`src/inc/spc_pkg.sv`:
```
// package: sensing configuration codes and constants for the sense path selector
package spc_pkg;
  localparam logic [3:0] CFG_NONE = 4'h0;
  localparam logic [3:0] CFG_1 = 4'h1;
  localparam logic [3:0] CFG_2 = 4'h2;
  localparam logic [3:0] CFG_3 = 4'h3;
  localparam logic [3:0] CFG_4 = 4'h4;
  localparam logic [3:0] CFG_5 = 4'h5;
  localparam logic [3:0] CFG_6 = 4'h6;
  localparam logic [3:0] CFG_7 = 4'h7;
  localparam logic [3:0] CFG_8 = 4'h8;
  localparam logic [3:0] CFG_9 = 4'h9;
  localparam logic [3:0] CFG_RST = 4'h6;
  // route select codes on the primary output mux
  localparam logic [1:0] RT_BEMF = 2'h0;
  localparam logic [1:0] RT_PHB = 2'h1;
  localparam logic [1:0] RT_PHA = 2'h2;
  localparam logic [1:0] RT_PHC = 2'h3;
  // sample/hold timing
  localparam int CLK_NS = 50;
  localparam int SH_PERIOD_NS = 1600;
  localparam int SH_OPEN_NS = 400;
  localparam int SH_PERIOD_CYC = SH_PERIOD_NS / CLK_NS;
  localparam int SH_OPEN_CYC = (SH_OPEN_NS + CLK_NS - 1) / CLK_NS;
  localparam logic [7:0] SH_PERIOD_LAST = 8'(SH_PERIOD_CYC - 1);
  localparam logic [7:0] SH_OPEN_LAST = 8'(SH_OPEN_CYC - 1);
  typedef enum logic [1:0] {
    SH_TRACK = 2'b01,
    SH_HOLD = 2'b10
  } spc_sh_state_t;
endpackage

```
`src/logic/spc_selector.sv`:
```
// module: sensing configuration decode and switch routing
`timescale 1ns/1ps
`default_nettype none
module spc_selector (
  input wire logic REF_CLK_I,
  input wire logic NRST_I,
  input wire logic CE_I,
  input wire logic INTERFACE_SELECT_STRAP_I,
  input wire logic INPUT_STYLE_STRAP_I,
  input wire logic BACK_EMF_SENSE_ENABLE_I,
  input wire logic CURRENT_METHOD_RDSON_I,
  input wire logic CURRENT_SAMPLE_HOLD_ENABLE_I,
  input wire logic BACK_EMF_SAMPLE_HOLD_ENABLE_I,
  input wire logic BACK_EMF_COMPARATOR_OUTPUT_SEL_I,
  input wire logic BACK_EMF_PHASE_SELECT_1_I,
  input wire logic BACK_EMF_PHASE_SELECT_2_I,
  input wire logic SENSE_ROUTE_SELECT_1_I,
  input wire logic SENSE_ROUTE_SELECT_2_I,
  input wire logic LOW_SIDE_ON_A_I,
  input wire logic LOW_SIDE_ON_B_I,
  input wire logic LOW_SIDE_ON_C_I,
  output logic [3:0] CONFIG_O,
  output logic CONFIG_INVALID_O,
  output logic PHASE_A_SENSE_AMP_CURRENT_O,
  output logic PHASE_B_SENSE_AMP_CURRENT_O,
  output logic PHASE_C_SENSE_AMP_CURRENT_O,
  output logic PHASE_C_SENSE_AMP_BEMF_O,
  output logic BACK_EMF_AUX_AMP_1_EN_O,
  output logic BACK_EMF_AUX_AMP_2_EN_O,
  output logic CURRENT_SAMPLE_SW_O,
  output logic BACK_EMF_SAMPLE_SW_O,
  output logic OUTPUT_MUX_EN_O,
  output logic [1:0] PRIMARY_SENSE_OUTPUT_SEL_O,
  output logic [2:0] BACK_EMF_PHASE_O,
  output logic [2:0] SENSE_VALID_O,
  output logic COMPARATOR_OUT_EN_O
);
  // ----------------------------------------------------------------
  // pin synchronisers
  // ----------------------------------------------------------------
  logic [15:0] s1_r;
  logic [15:0] s2_r;
  wire logic [15:0] pins = {INTERFACE_SELECT_STRAP_I, INPUT_STYLE_STRAP_I, BACK_EMF_SENSE_ENABLE_I,
    CURRENT_METHOD_RDSON_I, CURRENT_SAMPLE_HOLD_ENABLE_I, BACK_EMF_SAMPLE_HOLD_ENABLE_I,
    BACK_EMF_COMPARATOR_OUTPUT_SEL_I, BACK_EMF_PHASE_SELECT_1_I, BACK_EMF_PHASE_SELECT_2_I,
    SENSE_ROUTE_SELECT_1_I, SENSE_ROUTE_SELECT_2_I, LOW_SIDE_ON_A_I, LOW_SIDE_ON_B_I,
    LOW_SIDE_ON_C_I, 2'h0};
  always_ff @(posedge REF_CLK_I) begin
    if (!NRST_I) begin
      s1_r <= 16'h0000;
      s2_r <= 16'h0000;
    end else if (CE_I) begin
      s1_r <= pins;
      s2_r <= s1_r;
    end
  end
  wire logic spi_sel = s2_r[15];
  wire logic hw_mode = s2_r[14];
  wire logic back_emf_sense_enable = s2_r[13];
  wire logic rdson = s2_r[12];
  wire logic cs_sh = s2_r[11];
  wire logic be_sh = s2_r[10];
  wire logic cmp_mode = s2_r[9];
  wire logic [1:0] phsel = s2_r[8:7];
  wire logic [1:0] rtsel = s2_r[6:5];
  // pins arrive a,b,c in the shift word; validity output is ordered c,b,a
  wire logic [2:0] ls_on = {s2_r[2], s2_r[3], s2_r[4]};

  // ----------------------------------------------------------------
  // configuration decode
  // ----------------------------------------------------------------
  function automatic logic [3:0] decode_cfg(input logic be, input logic rd, input logic cs, input logic bs,
                                            input logic cm);
    logic [3:0] c;
    c = spc_pkg::CFG_NONE;
    if (cm) c = spc_pkg::CFG_9;
    else if (be && !rd && cs && bs) c = spc_pkg::CFG_1;
    else if (be && !rd && cs && !bs) c = spc_pkg::CFG_2;
    else if (be && !rd && !cs && bs) c = spc_pkg::CFG_3;
    else if (be && !rd && !cs && !bs) c = spc_pkg::CFG_4;
    else if (!be && !rd && cs) c = spc_pkg::CFG_5;
    else if (!be && !rd && !cs) c = spc_pkg::CFG_6;
    else if (!be && rd && !cs) c = spc_pkg::CFG_7;
    else if (be && rd && !cs && !bs) c = spc_pkg::CFG_8;
    return c;
  endfunction

  function automatic logic uses_sh(input logic [3:0] c);
    return c == spc_pkg::CFG_1 || c == spc_pkg::CFG_2 || c == spc_pkg::CFG_3 ||
           c == spc_pkg::CFG_5 || c == spc_pkg::CFG_9;
  endfunction

  // hardware mode: strap picks method and back-emf, sample/hold forced off
  // method comes from the style strap, the method field is a register bit only
  wire logic [3:0] hw_cfg = decode_cfg(back_emf_sense_enable, hw_mode, 1'b0, 1'b0, 1'b0);
  wire logic [3:0] spi_cfg = decode_cfg(back_emf_sense_enable, rdson, cs_sh, be_sh, cmp_mode);
  wire logic [3:0] req_cfg = spi_sel ? spi_cfg : hw_cfg;
  // sample/hold never accepted off spi
  wire logic req_ok = (req_cfg != spc_pkg::CFG_NONE) && (spi_sel || !uses_sh(req_cfg));

  logic [3:0] cfg_r;
  logic inv_r;
  // hold last valid setting on a bad request
  wire logic [3:0] cfg_nxt = req_ok ? req_cfg : cfg_r;
  always_ff @(posedge REF_CLK_I) begin
    if (!NRST_I) begin
      cfg_r <= spc_pkg::CFG_RST;
      inv_r <= 1'b0;
    end else if (CE_I) begin
      cfg_r <= cfg_nxt;
      inv_r <= !req_ok;
    end
  end

  // ----------------------------------------------------------------
  // amplifier and switch routing
  // ----------------------------------------------------------------
  wire logic c_bemf = (cfg_r == spc_pkg::CFG_1) || (cfg_r == spc_pkg::CFG_2) || (cfg_r == spc_pkg::CFG_3) ||
                      (cfg_r == spc_pkg::CFG_4) || (cfg_r == spc_pkg::CFG_8) || (cfg_r == spc_pkg::CFG_9);
  wire logic c_cs_sh = (cfg_r == spc_pkg::CFG_1) || (cfg_r == spc_pkg::CFG_2) ||
                       (cfg_r == spc_pkg::CFG_5) || (cfg_r == spc_pkg::CFG_9);
  wire logic c_be_sh = (cfg_r == spc_pkg::CFG_1) || (cfg_r == spc_pkg::CFG_3) ||
                       (cfg_r == spc_pkg::CFG_9);
  // continuous configs have no mux, every chain passes through
  wire logic c_mux = c_cs_sh || c_be_sh;
  wire logic c_rdson = (cfg_r == spc_pkg::CFG_7) || (cfg_r == spc_pkg::CFG_8);
  wire logic c_cmp = (cfg_r == spc_pkg::CFG_9);
  wire logic sh_sample;

  spc_sh_timer u_sh (
    .clk_i(REF_CLK_I),
    .nrst_i(NRST_I),
    .ce_i(CE_I),
    .run_i(c_mux),
    .sample_o(sh_sample)
  );

  // route pins pick the buffered signal; comparator mode offers only back-emf and phase a
  wire logic [1:0] route_raw = rtsel;
  wire logic [1:0] route = c_cmp ? (route_raw[0] ? spc_pkg::RT_PHA : spc_pkg::RT_BEMF) :
                           (!c_bemf || route_raw != spc_pkg::RT_PHC) ? route_raw : spc_pkg::RT_BEMF;
  // phase select pins are one-hot decoded, 2'h3 means phase c
  wire logic [2:0] bemf_ph = !c_bemf ? 3'h0 : (phsel == 2'h1) ? 3'h1 : (phsel == 2'h2) ? 3'h2 : 3'h4;
  // on-resistance reading only good with low-side switch closed
  wire logic [2:0] valid = c_rdson ? ls_on : 3'h7;
  wire logic valid_c = c_bemf ? 1'b0 : valid[2];

  logic [17:0] out_r;
  always_ff @(posedge REF_CLK_I) begin
    if (!NRST_I) begin
      out_r <= 18'h0;
    end else if (CE_I) begin
      out_r <= {1'b1, !c_cmp, !c_bemf, c_bemf, c_bemf, c_bemf, c_cs_sh & sh_sample, c_be_sh & sh_sample,
                c_mux, c_mux ? route : 2'h0, bemf_ph, valid_c, valid[1:0], c_cmp};
    end
  end

  assign CONFIG_O = cfg_r;
  assign CONFIG_INVALID_O = inv_r;
  assign PHASE_A_SENSE_AMP_CURRENT_O = out_r[17];
  assign PHASE_B_SENSE_AMP_CURRENT_O = out_r[16];
  assign PHASE_C_SENSE_AMP_CURRENT_O = out_r[15];
  assign PHASE_C_SENSE_AMP_BEMF_O = out_r[14];
  assign BACK_EMF_AUX_AMP_1_EN_O = out_r[13];
  assign BACK_EMF_AUX_AMP_2_EN_O = out_r[12];
  assign CURRENT_SAMPLE_SW_O = out_r[11];
  assign BACK_EMF_SAMPLE_SW_O = out_r[10];
  assign OUTPUT_MUX_EN_O = out_r[9];
  assign PRIMARY_SENSE_OUTPUT_SEL_O = out_r[8:7];
  assign BACK_EMF_PHASE_O = out_r[6:4];
  assign SENSE_VALID_O = out_r[3:1];
  assign COMPARATOR_OUT_EN_O = out_r[0];

  // ----------------------------------------------------------------
  // checks
  // ----------------------------------------------------------------
  a_sh_needs_spi: assert property (@(posedge REF_CLK_I) disable iff (!NRST_I)
    (CE_I && !spi_sel) |=> !uses_sh(cfg_r) || cfg_r == $past(cfg_r))
    else $error("sample/hold config taken from straps");
  a_invalid_holds: assert property (@(posedge REF_CLK_I) disable iff (!NRST_I)
    (CE_I && !req_ok) |=> cfg_r == $past(cfg_r))
    else $error("invalid setting changed config");
  a_bemf_chain: assert property (@(posedge REF_CLK_I) disable iff (!NRST_I)
    (CE_I && c_bemf) |=> PHASE_C_SENSE_AMP_BEMF_O && BACK_EMF_AUX_AMP_1_EN_O && !PHASE_C_SENSE_AMP_CURRENT_O)
    else $error("back-emf chain not assigned");
  a_three_amps: assert property (@(posedge REF_CLK_I) disable iff (!NRST_I)
    (CE_I && !c_bemf && !c_cmp) |=> PHASE_A_SENSE_AMP_CURRENT_O && PHASE_B_SENSE_AMP_CURRENT_O &&
    PHASE_C_SENSE_AMP_CURRENT_O)
    else $error("phase amp not sensing current");
  a_cont_no_sh: assert property (@(posedge REF_CLK_I) disable iff (!NRST_I)
    (CE_I && !c_mux) |=> !CURRENT_SAMPLE_SW_O && !BACK_EMF_SAMPLE_SW_O && !OUTPUT_MUX_EN_O)
    else $error("continuous config uses sample/hold");
  a_cfg1_both_sh: assert property (@(posedge REF_CLK_I) disable iff (!NRST_I)
    (CE_I && cfg_r == spc_pkg::CFG_1 && sh_sample) |=> CURRENT_SAMPLE_SW_O && BACK_EMF_SAMPLE_SW_O)
    else $error("config 1 sample switches idle");
  a_cfg2_cs_only: assert property (@(posedge REF_CLK_I) disable iff (!NRST_I)
    (CE_I && cfg_r == spc_pkg::CFG_2) |=> !BACK_EMF_SAMPLE_SW_O && OUTPUT_MUX_EN_O)
    else $error("config 2 holds back-emf");
  a_cfg3_be_only: assert property (@(posedge REF_CLK_I) disable iff (!NRST_I)
    (CE_I && cfg_r == spc_pkg::CFG_3) |=> !CURRENT_SAMPLE_SW_O && OUTPUT_MUX_EN_O)
    else $error("config 3 holds current");
  a_cfg5_mux: assert property (@(posedge REF_CLK_I) disable iff (!NRST_I)
    (CE_I && cfg_r == spc_pkg::CFG_5) |=> OUTPUT_MUX_EN_O && !BACK_EMF_SAMPLE_SW_O)
    else $error("config 5 not muxed");
  a_rdson_valid: assert property (@(posedge REF_CLK_I) disable iff (!NRST_I)
    (CE_I && cfg_r == spc_pkg::CFG_7) |=> SENSE_VALID_O == $past(ls_on))
    else $error("rdson validity wrong");
  a_cmp_mode: assert property (@(posedge REF_CLK_I) disable iff (!NRST_I)
    (CE_I && spi_sel && cmp_mode) |=> cfg_r == spc_pkg::CFG_9 ##1 COMPARATOR_OUT_EN_O)
    else $error("comparator mode not entered");
  a_phase_sel: assert property (@(posedge REF_CLK_I) disable iff (!NRST_I)
    (CE_I && c_bemf && phsel == 2'h1) |=> BACK_EMF_PHASE_O == 3'h1)
    else $error("back-emf phase select ignored");
  a_route_sel: assert property (@(posedge REF_CLK_I) disable iff (!NRST_I)
    (CE_I && c_mux && !c_cmp && c_bemf && rtsel == spc_pkg::RT_PHA) |=> PRIMARY_SENSE_OUTPUT_SEL_O == spc_pkg::RT_PHA)
    else $error("route select ignored");
  a_hw_cont: assert property (@(posedge REF_CLK_I) disable iff (!NRST_I)
    (CE_I && !spi_sel && !back_emf_sense_enable && !hw_mode) |=> cfg_r == spc_pkg::CFG_6)
    else $error("strap config not taken");
  c_cfg1: cover property (@(posedge REF_CLK_I) cfg_r == spc_pkg::CFG_1);
  c_cfg9: cover property (@(posedge REF_CLK_I) cfg_r == spc_pkg::CFG_9);
  c_hw_cfg8: cover property (@(posedge REF_CLK_I) !spi_sel && cfg_r == spc_pkg::CFG_8);
  c_invalid: cover property (@(posedge REF_CLK_I) inv_r);
endmodule // spc_selector
`default_nettype wire

```
`src/logic/spc_sh_timer.sv`:
```
// module: internal sample/hold switch timing
`timescale 1ns/1ps
`default_nettype none
module spc_sh_timer (
  input wire logic clk_i,
  input wire logic nrst_i,
  input wire logic ce_i,
  input wire logic run_i,
  output logic sample_o
);
  logic [7:0] cnt_r;
  logic [7:0] cnt_nxt;
  spc_pkg::spc_sh_state_t st_r;
  spc_pkg::spc_sh_state_t st_nxt;
  wire logic wrap = (cnt_r == spc_pkg::SH_PERIOD_LAST);
  wire logic open_end = (cnt_r == spc_pkg::SH_OPEN_LAST);

  always_comb begin
    cnt_nxt = wrap ? 8'h00 : cnt_r + 8'h01;
    st_nxt = st_r;
    unique case (st_r)
      spc_pkg::SH_TRACK: if (open_end) st_nxt = spc_pkg::SH_HOLD;
      spc_pkg::SH_HOLD: if (wrap) st_nxt = spc_pkg::SH_TRACK;
    endcase
    if (!run_i) begin
      cnt_nxt = 8'h00;
      st_nxt = spc_pkg::SH_TRACK;
    end
  end

  // runs while run_i is high, held at zero otherwise; no external strobe needed
  always_ff @(posedge clk_i) begin
    if (!nrst_i) begin
      cnt_r <= 8'h00;
      st_r <= spc_pkg::SH_TRACK;
    end else if (ce_i) begin
      cnt_r <= cnt_nxt;
      st_r <= st_nxt;
    end
  end

  assign sample_o = run_i && (st_r == spc_pkg::SH_TRACK);

  a_sh_period: assert property (@(posedge clk_i) disable iff (!nrst_i)
    (ce_i && run_i && cnt_r == spc_pkg::SH_PERIOD_LAST && st_r == spc_pkg::SH_HOLD) |=> st_r == spc_pkg::SH_TRACK)
    else $error("sample window did not reopen");
endmodule // spc_sh_timer
`default_nettype wire

```
`config.mk`:
```
export PLATFORM = sky130hd
export DESIGN_NAME = spc_selector
export DESIGN_NICKNAME = d
export VERILOG_FILES = /design/src/inc/spc_pkg.sv /design/src/logic/spc_selector.sv /design/src/logic/spc_sh_timer.sv
export SDC_FILE = /design/constraint.sdc
export NUM_CORES = 1
export LEC_CHECK = 0
export ABC_CLOCK_PERIOD_IN_PS = 2000
export CAP_MARGIN = 15
export CORE_ASPECT_RATIO = 0.8
export CORE_MARGIN = 5
export CORE_UTILIZATION = 62
export CTS_CLUSTER_DIAMETER = 200
export DETAILED_ROUTE_END_ITERATION = 10
export DONT_BUFFER_PORTS = 1
export PLACE_DENSITY = 0.86
export SLEW_MARGIN = 0
export SYNTH_ARGS = -nofsm -noshare
export SYNTH_HDL_FRONTEND = slang
export SYNTH_SLANG_ARGS = --single-unit
```
`constraint.sdc`:
```
create_clock -name REF_CLK_I -period 2 [get_ports REF_CLK_I]
set_input_delay 0.4 -clock REF_CLK_I [delete_from_list [all_inputs] [get_ports REF_CLK_I]]
set_output_delay 0.4 -clock REF_CLK_I [all_outputs]
set_load 0.01 [all_outputs]
```
==> summary.md, run 1 <==
| Metric | Value |
|---|---|
| Status | `completed` |
| Die X-Extent | `roughly 83 µm` |
| Pleak | `1.09 nW` |
| FP Rows | `21` |
| Pre-CTS worst setup slack | `0.385 ns` |
| Setup WS post-layout | `0.299 ns` |
| Worst r2r dst | `u_sh.cnt_r[0]$_SDFFE_PN0P_` |
| Final setup fails | `0` |
| Final slew viol count | `0` |
| Initial core utilization | `roughly 64%` |
| Clock sinks | `59` |
| Via/cell ratio | `5.89` |
| Routed WL | `about 5500 µm` |
| CTS resizes | `0` |
| Hold Vio Cnt, Final | `0` |
| Fin crit share | `85.0%` |
| Total power | `2.50 mW` |
| Area fraction of the dominant cell type after synthesis | `44.2%` |
| Mapped Avg Cell Area | `9.24 µm²` |
| TritonCTS clock tree | `yes` |
| Overflow after GRT | `0` |
| Leading cell types in the layout, fill and taps excluded | `dfxtp_1 (59), nor2b_1 (32), mux2i_1 (31)` |
| Post-CTS Setup Bufs | `0` |
| Min Tclk post-route | `approximately 1.7 ns` |
| Dominant cell type by area after synthesis | `dfxtp_1` |
| Max Clk Rate | `588 MHz` |
| RD Place Congestion | `0.781` |
| Vias post-DR | `2,021` |
| Worst-path clk slew | `0.07 ns` |
| Critical Path Sink Type | `flip-flop` |
| Cell variety after synth | `51` |
| CP required | `about 2.3 ns` |
| Worst r2r src | `CONFIG_O[1]$_SDFFE_PN1P_` |
| Max-cap violations | `0` |
| Tightest Pin Transition | `between 0.4 and 0.5 ns` |
| Layout cell share with drive strength beyond 1 | `between 8 and 9%` |
| Syn Nets | `between 300 and 400` |
| Sequential share of the synthesized area | `44.2%` |
| Remaining DRCs | `0` |
| Clock Latency Late Sink | `0.34 ns` |
| CP startpoint | `CONFIG_O[1]$_SDFFE_PN1P_` |
| Commonest non-fill, non-tap cell in the layout | `dfxtp_1` |
| Setup_tns | `0 ns` |
| VDD IR-drop max | `between 500 and 600 µV` |
| Pwr dens | `874 mW/mm²` |
| Total GRT Usage | `20.4%` |
| Ys async rst share | `0%` |
| Antenna violations before repair | `0` |
| Vias in the first global route | `1,927` |
| Worst R2R Path Depth | `5` |
| Yosys warnings | `0` |
| Number of synthesized register bits | `59` |
| Clock skew | `slightly below 0.009 ns` |
| RSZ-0062 raised after global routing | `no` |
| Die Area | `about 0.0057 mm²` |
| CP Class | `flip-flop to flip-flop` |
| Crit path DAT | `a little under 2 ns` |
| Hold Buf Count CTS | `0` |
| Chip height | `68.7 µm` |
| Max-slew headroom | `67.3%` |
| Mapped Area | `~0.0027 mm²` |
| Post-layout util | `68.5%` |
| First-pass GRT wire length | `9070 µm` |
| Hold Path Class | `primary input to flip-flop` |
| Primary FF master, synth | `dfxtp_1` |
| Clock Tree Buf Depth | `2` |
| R2R Setup Slk | `0.30 ns` |
| Worst-path maximum fanout | `9` |
| DRT Pass-1 Iters | `4` |
| Post-synth EDFFs | `0` |
| Top post-synthesis cells by area | `dfxtp_1 (44%), mux2i_1 (12%), nor2b_1 (7.5%)` |
| Final HPWL DP | `3580 µm` |
| Crit path launch type | `flip-flop` |
| Iteration-0 DRC Markers | `roughly 240` |
| CTS root buf | `clkbuf_8` |
| Post-Syn Instances | `289` |
| Level count of the clock H-tree | `3` |
| Top Ports | `40` |
| Layout area overhead | `7.12%` |
| Port buffer count | `0` |
| Antenna Cells | `0` |
| Final antenna-violating net count | `0` |
| Critical Path Sink | `u_sh.cnt_r[0]$_SDFFE_PN0P_` |
| Largest net degree at the start of global routing | `58` |
| Wire length per cell | `16.1 µm` |
| Cts bufs inserted | `9` |
| Nets | `301` |
| Core ar. | `0.00418 mm²` |
## through the flow
step | area (µm²) | std cells | hold slack [ns]
detailed placement | 2660 | 327 | 0.467
floorplan | 2670 | 289 | 0.441
global route | 2860 | 343 | 0.139
finish | 2860 | 343 | 0.167
global placement | 2660 | 327 | 0.455
CTS | 2860 | 343 | 0.138
## flip-flops by register name (all words and copies together) (netlist names)
name and count:
CONFIG_O 4, u_sh.cnt_r 8, out_r 16, CONFIG_INVALID_O 1, u_sh.st_r 2, s1_r 14
s2_r 14
## cell type report
cell class	instances	area [µm²]
Fill cell	321	1320
Tap cell	57	71.3
Clock buffer	10	138
Multi-Input combinational cell	199	1350
Clock inverter	6	65.1
Inverter	8	30.0
Timing Repair Buffer	4	30.0
Sequential cell	59	1180
## where the power goes
part / leakage, nW / switching (mW) / internal (mW)
clock network: 0.102 / 0.484 / 0.608
logic: 0.509 / 0.0613 / 0.0777
registers: 0.482 / 0.0486 / 1.22
## worst min path at each step
stage / startpoint / to / slack (ns) / cells past startpoint
floorplan: u_sh.st_r[0]$_SDFFE_PN1P_ / u_sh.st_r[0]$_SDFFE_PN1P_ / 0.44 / 1
global placement: u_sh.st_r[0]$_SDFFE_PN1P_ / u_sh.st_r[0]$_SDFFE_PN1P_ / 0.46 / 1
detailed placement: u_sh.st_r[0]$_SDFFE_PN1P_ / u_sh.st_r[0]$_SDFFE_PN1P_ / 0.47 / 1
CTS: NRST_I / CONFIG_O[1]$_SDFFE_PN1P_ / 0.14 / 1
global route: NRST_I / CONFIG_O[1]$_SDFFE_PN1P_ / 0.14 / 1
finish: NRST_I / CONFIG_O[1]$_SDFFE_PN1P_ / 0.17 / 1
## synthesized netlist by cell type, types with 3 or more instances
| library cell | n |
|---|---|
| buf_2 | 4 |
| o21a_1 | 3 |
| nand2_1 | 26 |
| ha_1 | 3 |
| nand2b_1 | 6 |
| dfxtp_1 | 59 |
| xor2_1 | 3 |
| nand3_1 | 11 |
| nor2_1 | 11 |
| a21boi_0 | 4 |
| nor2b_1 | 32 |
| o221ai_1 | 3 |
| nand4_1 | 3 |
| inv_1 | 7 |
| a21oi_1 | 8 |
| a21boi_1 | 6 |
| clkbuf_1 | 15 |
| o21ai_0 | 12 |
| mux2i_1 | 31 |
| nor3_1 | 5 |
## worst max-delay path, stage by stage (launching register included)
cell and delay [ns]:
dfxtp_1 0.50, nand2b_1 0.12, a21o_1 0.22, and2_4 0.17
or4_1 0.49, a21boi_1 0.14
## kinds of logic after synthesis
family | count (synthesis) | share of synthesized area [%]
muxes | 31 | 11.6
and+or+nand+nor | 105 | 21.2
DFF | 59 | 44.2
adders and majority gates | 3 | 1.41
AOI/OAI and AO/OA | 55 | 14.5
xor gates and xnor gates | 5 | 1.64
buffers and inverters | 31 | 5.39
## layer usage
| layer | up-vias | GRT usage [%] | part of all wire (%) |
|---|---|---|---|
| met5 | - | 0 | 0 |
| met4 | 0 | 7.55 | 0.83 |
| met3 | 6 | 10.1 | 9.6 |
| met2 | 71 | 32.6 | 46 |
| met1 | 956 | 24.0 | 43 |
| li1 | 988 | - | - |
Power figures use the tool's default switching activity.
==> run 2: changes to the inputs <==
--- a/config.mk
+++ b/config.mk
@@ -7,13 +7,15 @@
 export LEC_CHECK = 0
 export ABC_CLOCK_PERIOD_IN_PS = 2000
 export CAP_MARGIN = 15
+export CELL_PAD_IN_SITES_DETAIL_PLACEMENT = 1
+export CELL_PAD_IN_SITES_GLOBAL_PLACEMENT = 1
 export CORE_ASPECT_RATIO = 0.8
 export CORE_MARGIN = 5
-export CORE_UTILIZATION = 62
+export CORE_UTILIZATION = 46
 export CTS_CLUSTER_DIAMETER = 200
 export DETAILED_ROUTE_END_ITERATION = 10
 export DONT_BUFFER_PORTS = 1
-export PLACE_DENSITY = 0.86
+export PLACE_DENSITY = 0.84
 export SLEW_MARGIN = 0
 export SYNTH_ARGS = -nofsm -noshare
 export SYNTH_HDL_FRONTEND = slang
==> run 2 against run 1 <==
  * Final cell count up 6.4%
  * Fmax fell by 0.31%
  * Via count increased by 1.3%
  * Power rose by 4.8%
  * Combinational power grew 3%
  * Clock skew is 0.0020 ns lower
  * Sequential share of layout area down 0.69 points
  * Clock-buffer cell count is the same
  * Wire length grew 15%
  * Non-clock buffer count grew 1
  * Critical path depth stayed put
  * Critical endpoint unchanged
  * Largest power group unchanged
  * Highest routed layer unchanged
==> summary.md, run 2 (synthesis results as in run 1) <==
| Metric | Value |
|---|---|
| Status | `completed (unchanged)` |
| Remaining DRCs | `0 (unchanged)` |
| DRT Pass-1 Iters | `4 (unchanged)` |
| Final std cells w/o fill | `365 (was 343)` |
| CP Class | `flip-flop to flip-flop (unchanged)` |
| Die X-Extent | `95.2 µm (was 83.4 µm)` |
| Top flop regs | `out_r (16), s1_r (14), s2_r (14) (unchanged)` |
| Iteration-0 DRC Markers | `112 (was 235)` |
| Cts bufs inserted | `9 (unchanged)` |
| Clock skew | `0.00668 ns (was 0.00872 ns)` |
| Wire length per cell | `17.4 µm (was 16.1 µm)` |
| TritonCTS clock tree | `yes (unchanged)` |
| Routed WL | `6340 µm (was 5530 µm)` |
| Post-CTS Setup Bufs | `0 (unchanged)` |
| Final antenna-violating net count | `0 (unchanged)` |
| Most flop-heavy register | `out_r (unchanged)` |
| Max-slew headroom | `66.4% (was 67.3%)` |
| Hold Path Stages | `1 (unchanged)` |
| Setup WS post-layout | `0.294 ns (was 0.299 ns)` |
| Antenna Cells | `0 (unchanged)` |
| CTS root buf | `clkbuf_8 (unchanged)` |
| Placed cell count | `349 (was 327)` |
| Final slew viol count | `0 (unchanged)` |
| Pwr dens | `900 mW/mm² (was 874 mW/mm²)` |
| Largest net degree at the start of global routing | `58 (unchanged)` |
| Overflow after GRT | `0 (unchanged)` |
| Worst hold start | `NRST_I (unchanged)` |
| Leading cell types in the layout, fill and taps excluded | `dfxtp_1 (59), nor2b_1 (32), mux2i_1 (31) (unchanged)` |
| Crit path launch type | `flip-flop (unchanged)` |
| FP Rows | `24 (was 21)` |
| Worst R2R Path Depth | `5 (unchanged)` |
| Final HPWL DP | `4300 µm (was 3580 µm)` |
| Crit path DAT | `2.00 ns (was 1.98 ns)` |
| Hold Path Class | `primary input to flip-flop (unchanged)` |
| Hold path endpoint | `CONFIG_O[1]$_SDFFE_PN1P_ (unchanged)` |
| Hold Buf Count CTS | `0 (unchanged)` |
| Final setup fails | `0 (unchanged)` |
| Largest register FFs | `16 (unchanged)` |
| Pleak | `1.10 nW (was 1.09 nW)` |
| Level count of the clock H-tree | `3 (unchanged)` |
| Core ar. | `0.00556 mm² (was 0.00418 mm²)` |
| CP cell instances | `nand2b_1 > a21o_1 > and2_4 > or4_1 > a21boi_1 (unchanged)` |
| Die Area | `0.00744 mm² (was 0.00573 mm²)` |
| Chip height | `78.1 µm (was 68.7 µm)` |
| Fin Hold WS | `0.106 ns (was 0.167 ns)` |
| VDD IR-drop max | `648 µV (was 585 µV)` |
| Via/cell ratio | `5.61 (was 5.89)` |
| First-pass GRT wire length | `10,400 µm (was 9070 µm)` |
| Antenna violations before repair | `0 (unchanged)` |
| Worst r2r dst | `u_sh.cnt_r[0]$_SDFFE_PN0P_ (unchanged)` |
| Vias in the first global route | `2,100 (was 1,927)` |
| CTS resizes | `0 (unchanged)` |
| Min Tclk post-route | `1.71 ns (was 1.70 ns)` |
| Clock Tree Buf Depth | `2 (unchanged)` |
| Clock Latency Late Sink | `0.35 ns (was 0.34 ns)` |
| Port buffer count | `0 (unchanged)` |
| Max-cap violations | `0 (unchanged)` |
| Critical Path Sink Type | `flip-flop (unchanged)` |
| Crit-path max cell delay | `0.54 ns (was 0.50 ns)` |
| Vias post-DR | `2,047 (was 2,021)` |
| Layout cell share with drive strength beyond 1 | `8.36% (was 8.39%)` |
| Worst r2r src | `CONFIG_O[0]$_SDFFE_PN0P_ (was CONFIG_O[1]$_SDFFE_PN1P_)` |
| CP required | `2.29 ns (was 2.28 ns)` |
| Layout area overhead | `8.95% (was 7.12%)` |
| RD Place Congestion | `0.810 (was 0.781)` |
| Hold Vio Cnt, Final | `0 (unchanged)` |
| R2R Setup Slk | `0.29 ns (was 0.30 ns)` |
| Worst-path clk slew | `0.07 ns (about the same)` |
| Setup_tns | `0 ns (unchanged)` |
| Slowest CP cell | `dfxtp_1 (unchanged)` |
| Fin crit share | `85.3% (was 85.0%)` |
| Pre-CTS worst setup slack | `0.322 ns (was 0.385 ns)` |
| Commonest non-fill, non-tap cell in the layout | `dfxtp_1 (unchanged)` |
| RSZ-0062 raised after global routing | `no (unchanged)` |
| Clock sinks | `59 (unchanged)` |
| Max Clk Rate | `586 MHz (was 588 MHz)` |
| Tightest Pin Transition | `0.504 ns (was 0.491 ns)` |
| Total power | `2.62 mW (was 2.50 mW)` |
| Top Ports | `40 (unchanged)` |
| Nets | `302 (was 301)` |
| Worst-path maximum fanout | `11 (was 9)` |
| Total GRT Usage | `18.3% (was 20.4%)` |
| Initial core utilization | `48.1% (was 63.9%)` |
## run 2: cell types whose count changed in the layout (fill, tap and decap cells not counted)
cell,before,now
clkinv_2,2,1
buf_4,4,5
bufinv_16,1,2
clkbuf_1,0,1
clkbuf_8,10,9
## run 2: how the worst max path moves through the flow
stage,cells after the start,to,startpoint
floorplan,5,out_r[7]$_SDFFE_PN0P_,CONFIG_O[0]$_SDFFE_PN0P_
global placement,5,u_sh.cnt_r[0]$_SDFFE_PN0P_,CONFIG_O[0]$_SDFFE_PN0P_
detailed placement,4,out_r[7]$_SDFFE_PN0P_,CONFIG_O[0]$_SDFFE_PN0P_
CTS,4,out_r[7]$_SDFFE_PN0P_,CONFIG_O[0]$_SDFFE_PN0P_
global route,4,out_r[7]$_SDFFE_PN0P_,CONFIG_O[0]$_SDFFE_PN0P_
finish,5,u_sh.cnt_r[0]$_SDFFE_PN0P_,CONFIG_O[0]$_SDFFE_PN0P_
## run 2: layer usage
metal | track usage, % | part of all wire (%)
met1 | 21.4 | 43
met2 | 29.0 | 48
met3 | 8.89 | 8.0
met4 | 6.63 | 1.0
met5 | 0 | 0
## run 2: critical path: cells and delay by family (launching register included)
family	cells	cell delay, ns
AO/OA/AOI/OAI	2	0.34
flip-flops	1	0.54
AND/OR/NAND/NOR	3	0.76
## run 2: power by group
group          internal [mW]  switching (mW)  leakage, nW  total [mW]
Sequential              1.22          0.0500        0.482        1.27
Clock                  0.703           0.503        0.106        1.21
Combinational         0.0794          0.0639        0.514       0.143
Total                   2.00           0.617         1.10        2.62
## run 2: layout make-up
class                           instances  area, µm²
Fill cell                             647       2650
Multi-Input combinational cell        199       1350
Sequential cell                        59       1180
Clock buffer                           10        128
Tap cell                               78       97.6
Clock inverter                          6       90.1
Timing Repair Buffer                    5       37.5
Inverter                                8       30.0
## run 2: through the flow
step,utilization (%),instance area [µm²]
floorplan,-,2670
global placement,48.4,2690
detailed placement,48.4,2690
CTS,52.4,2910
global route,52.4,2910
finish,52.4,2910
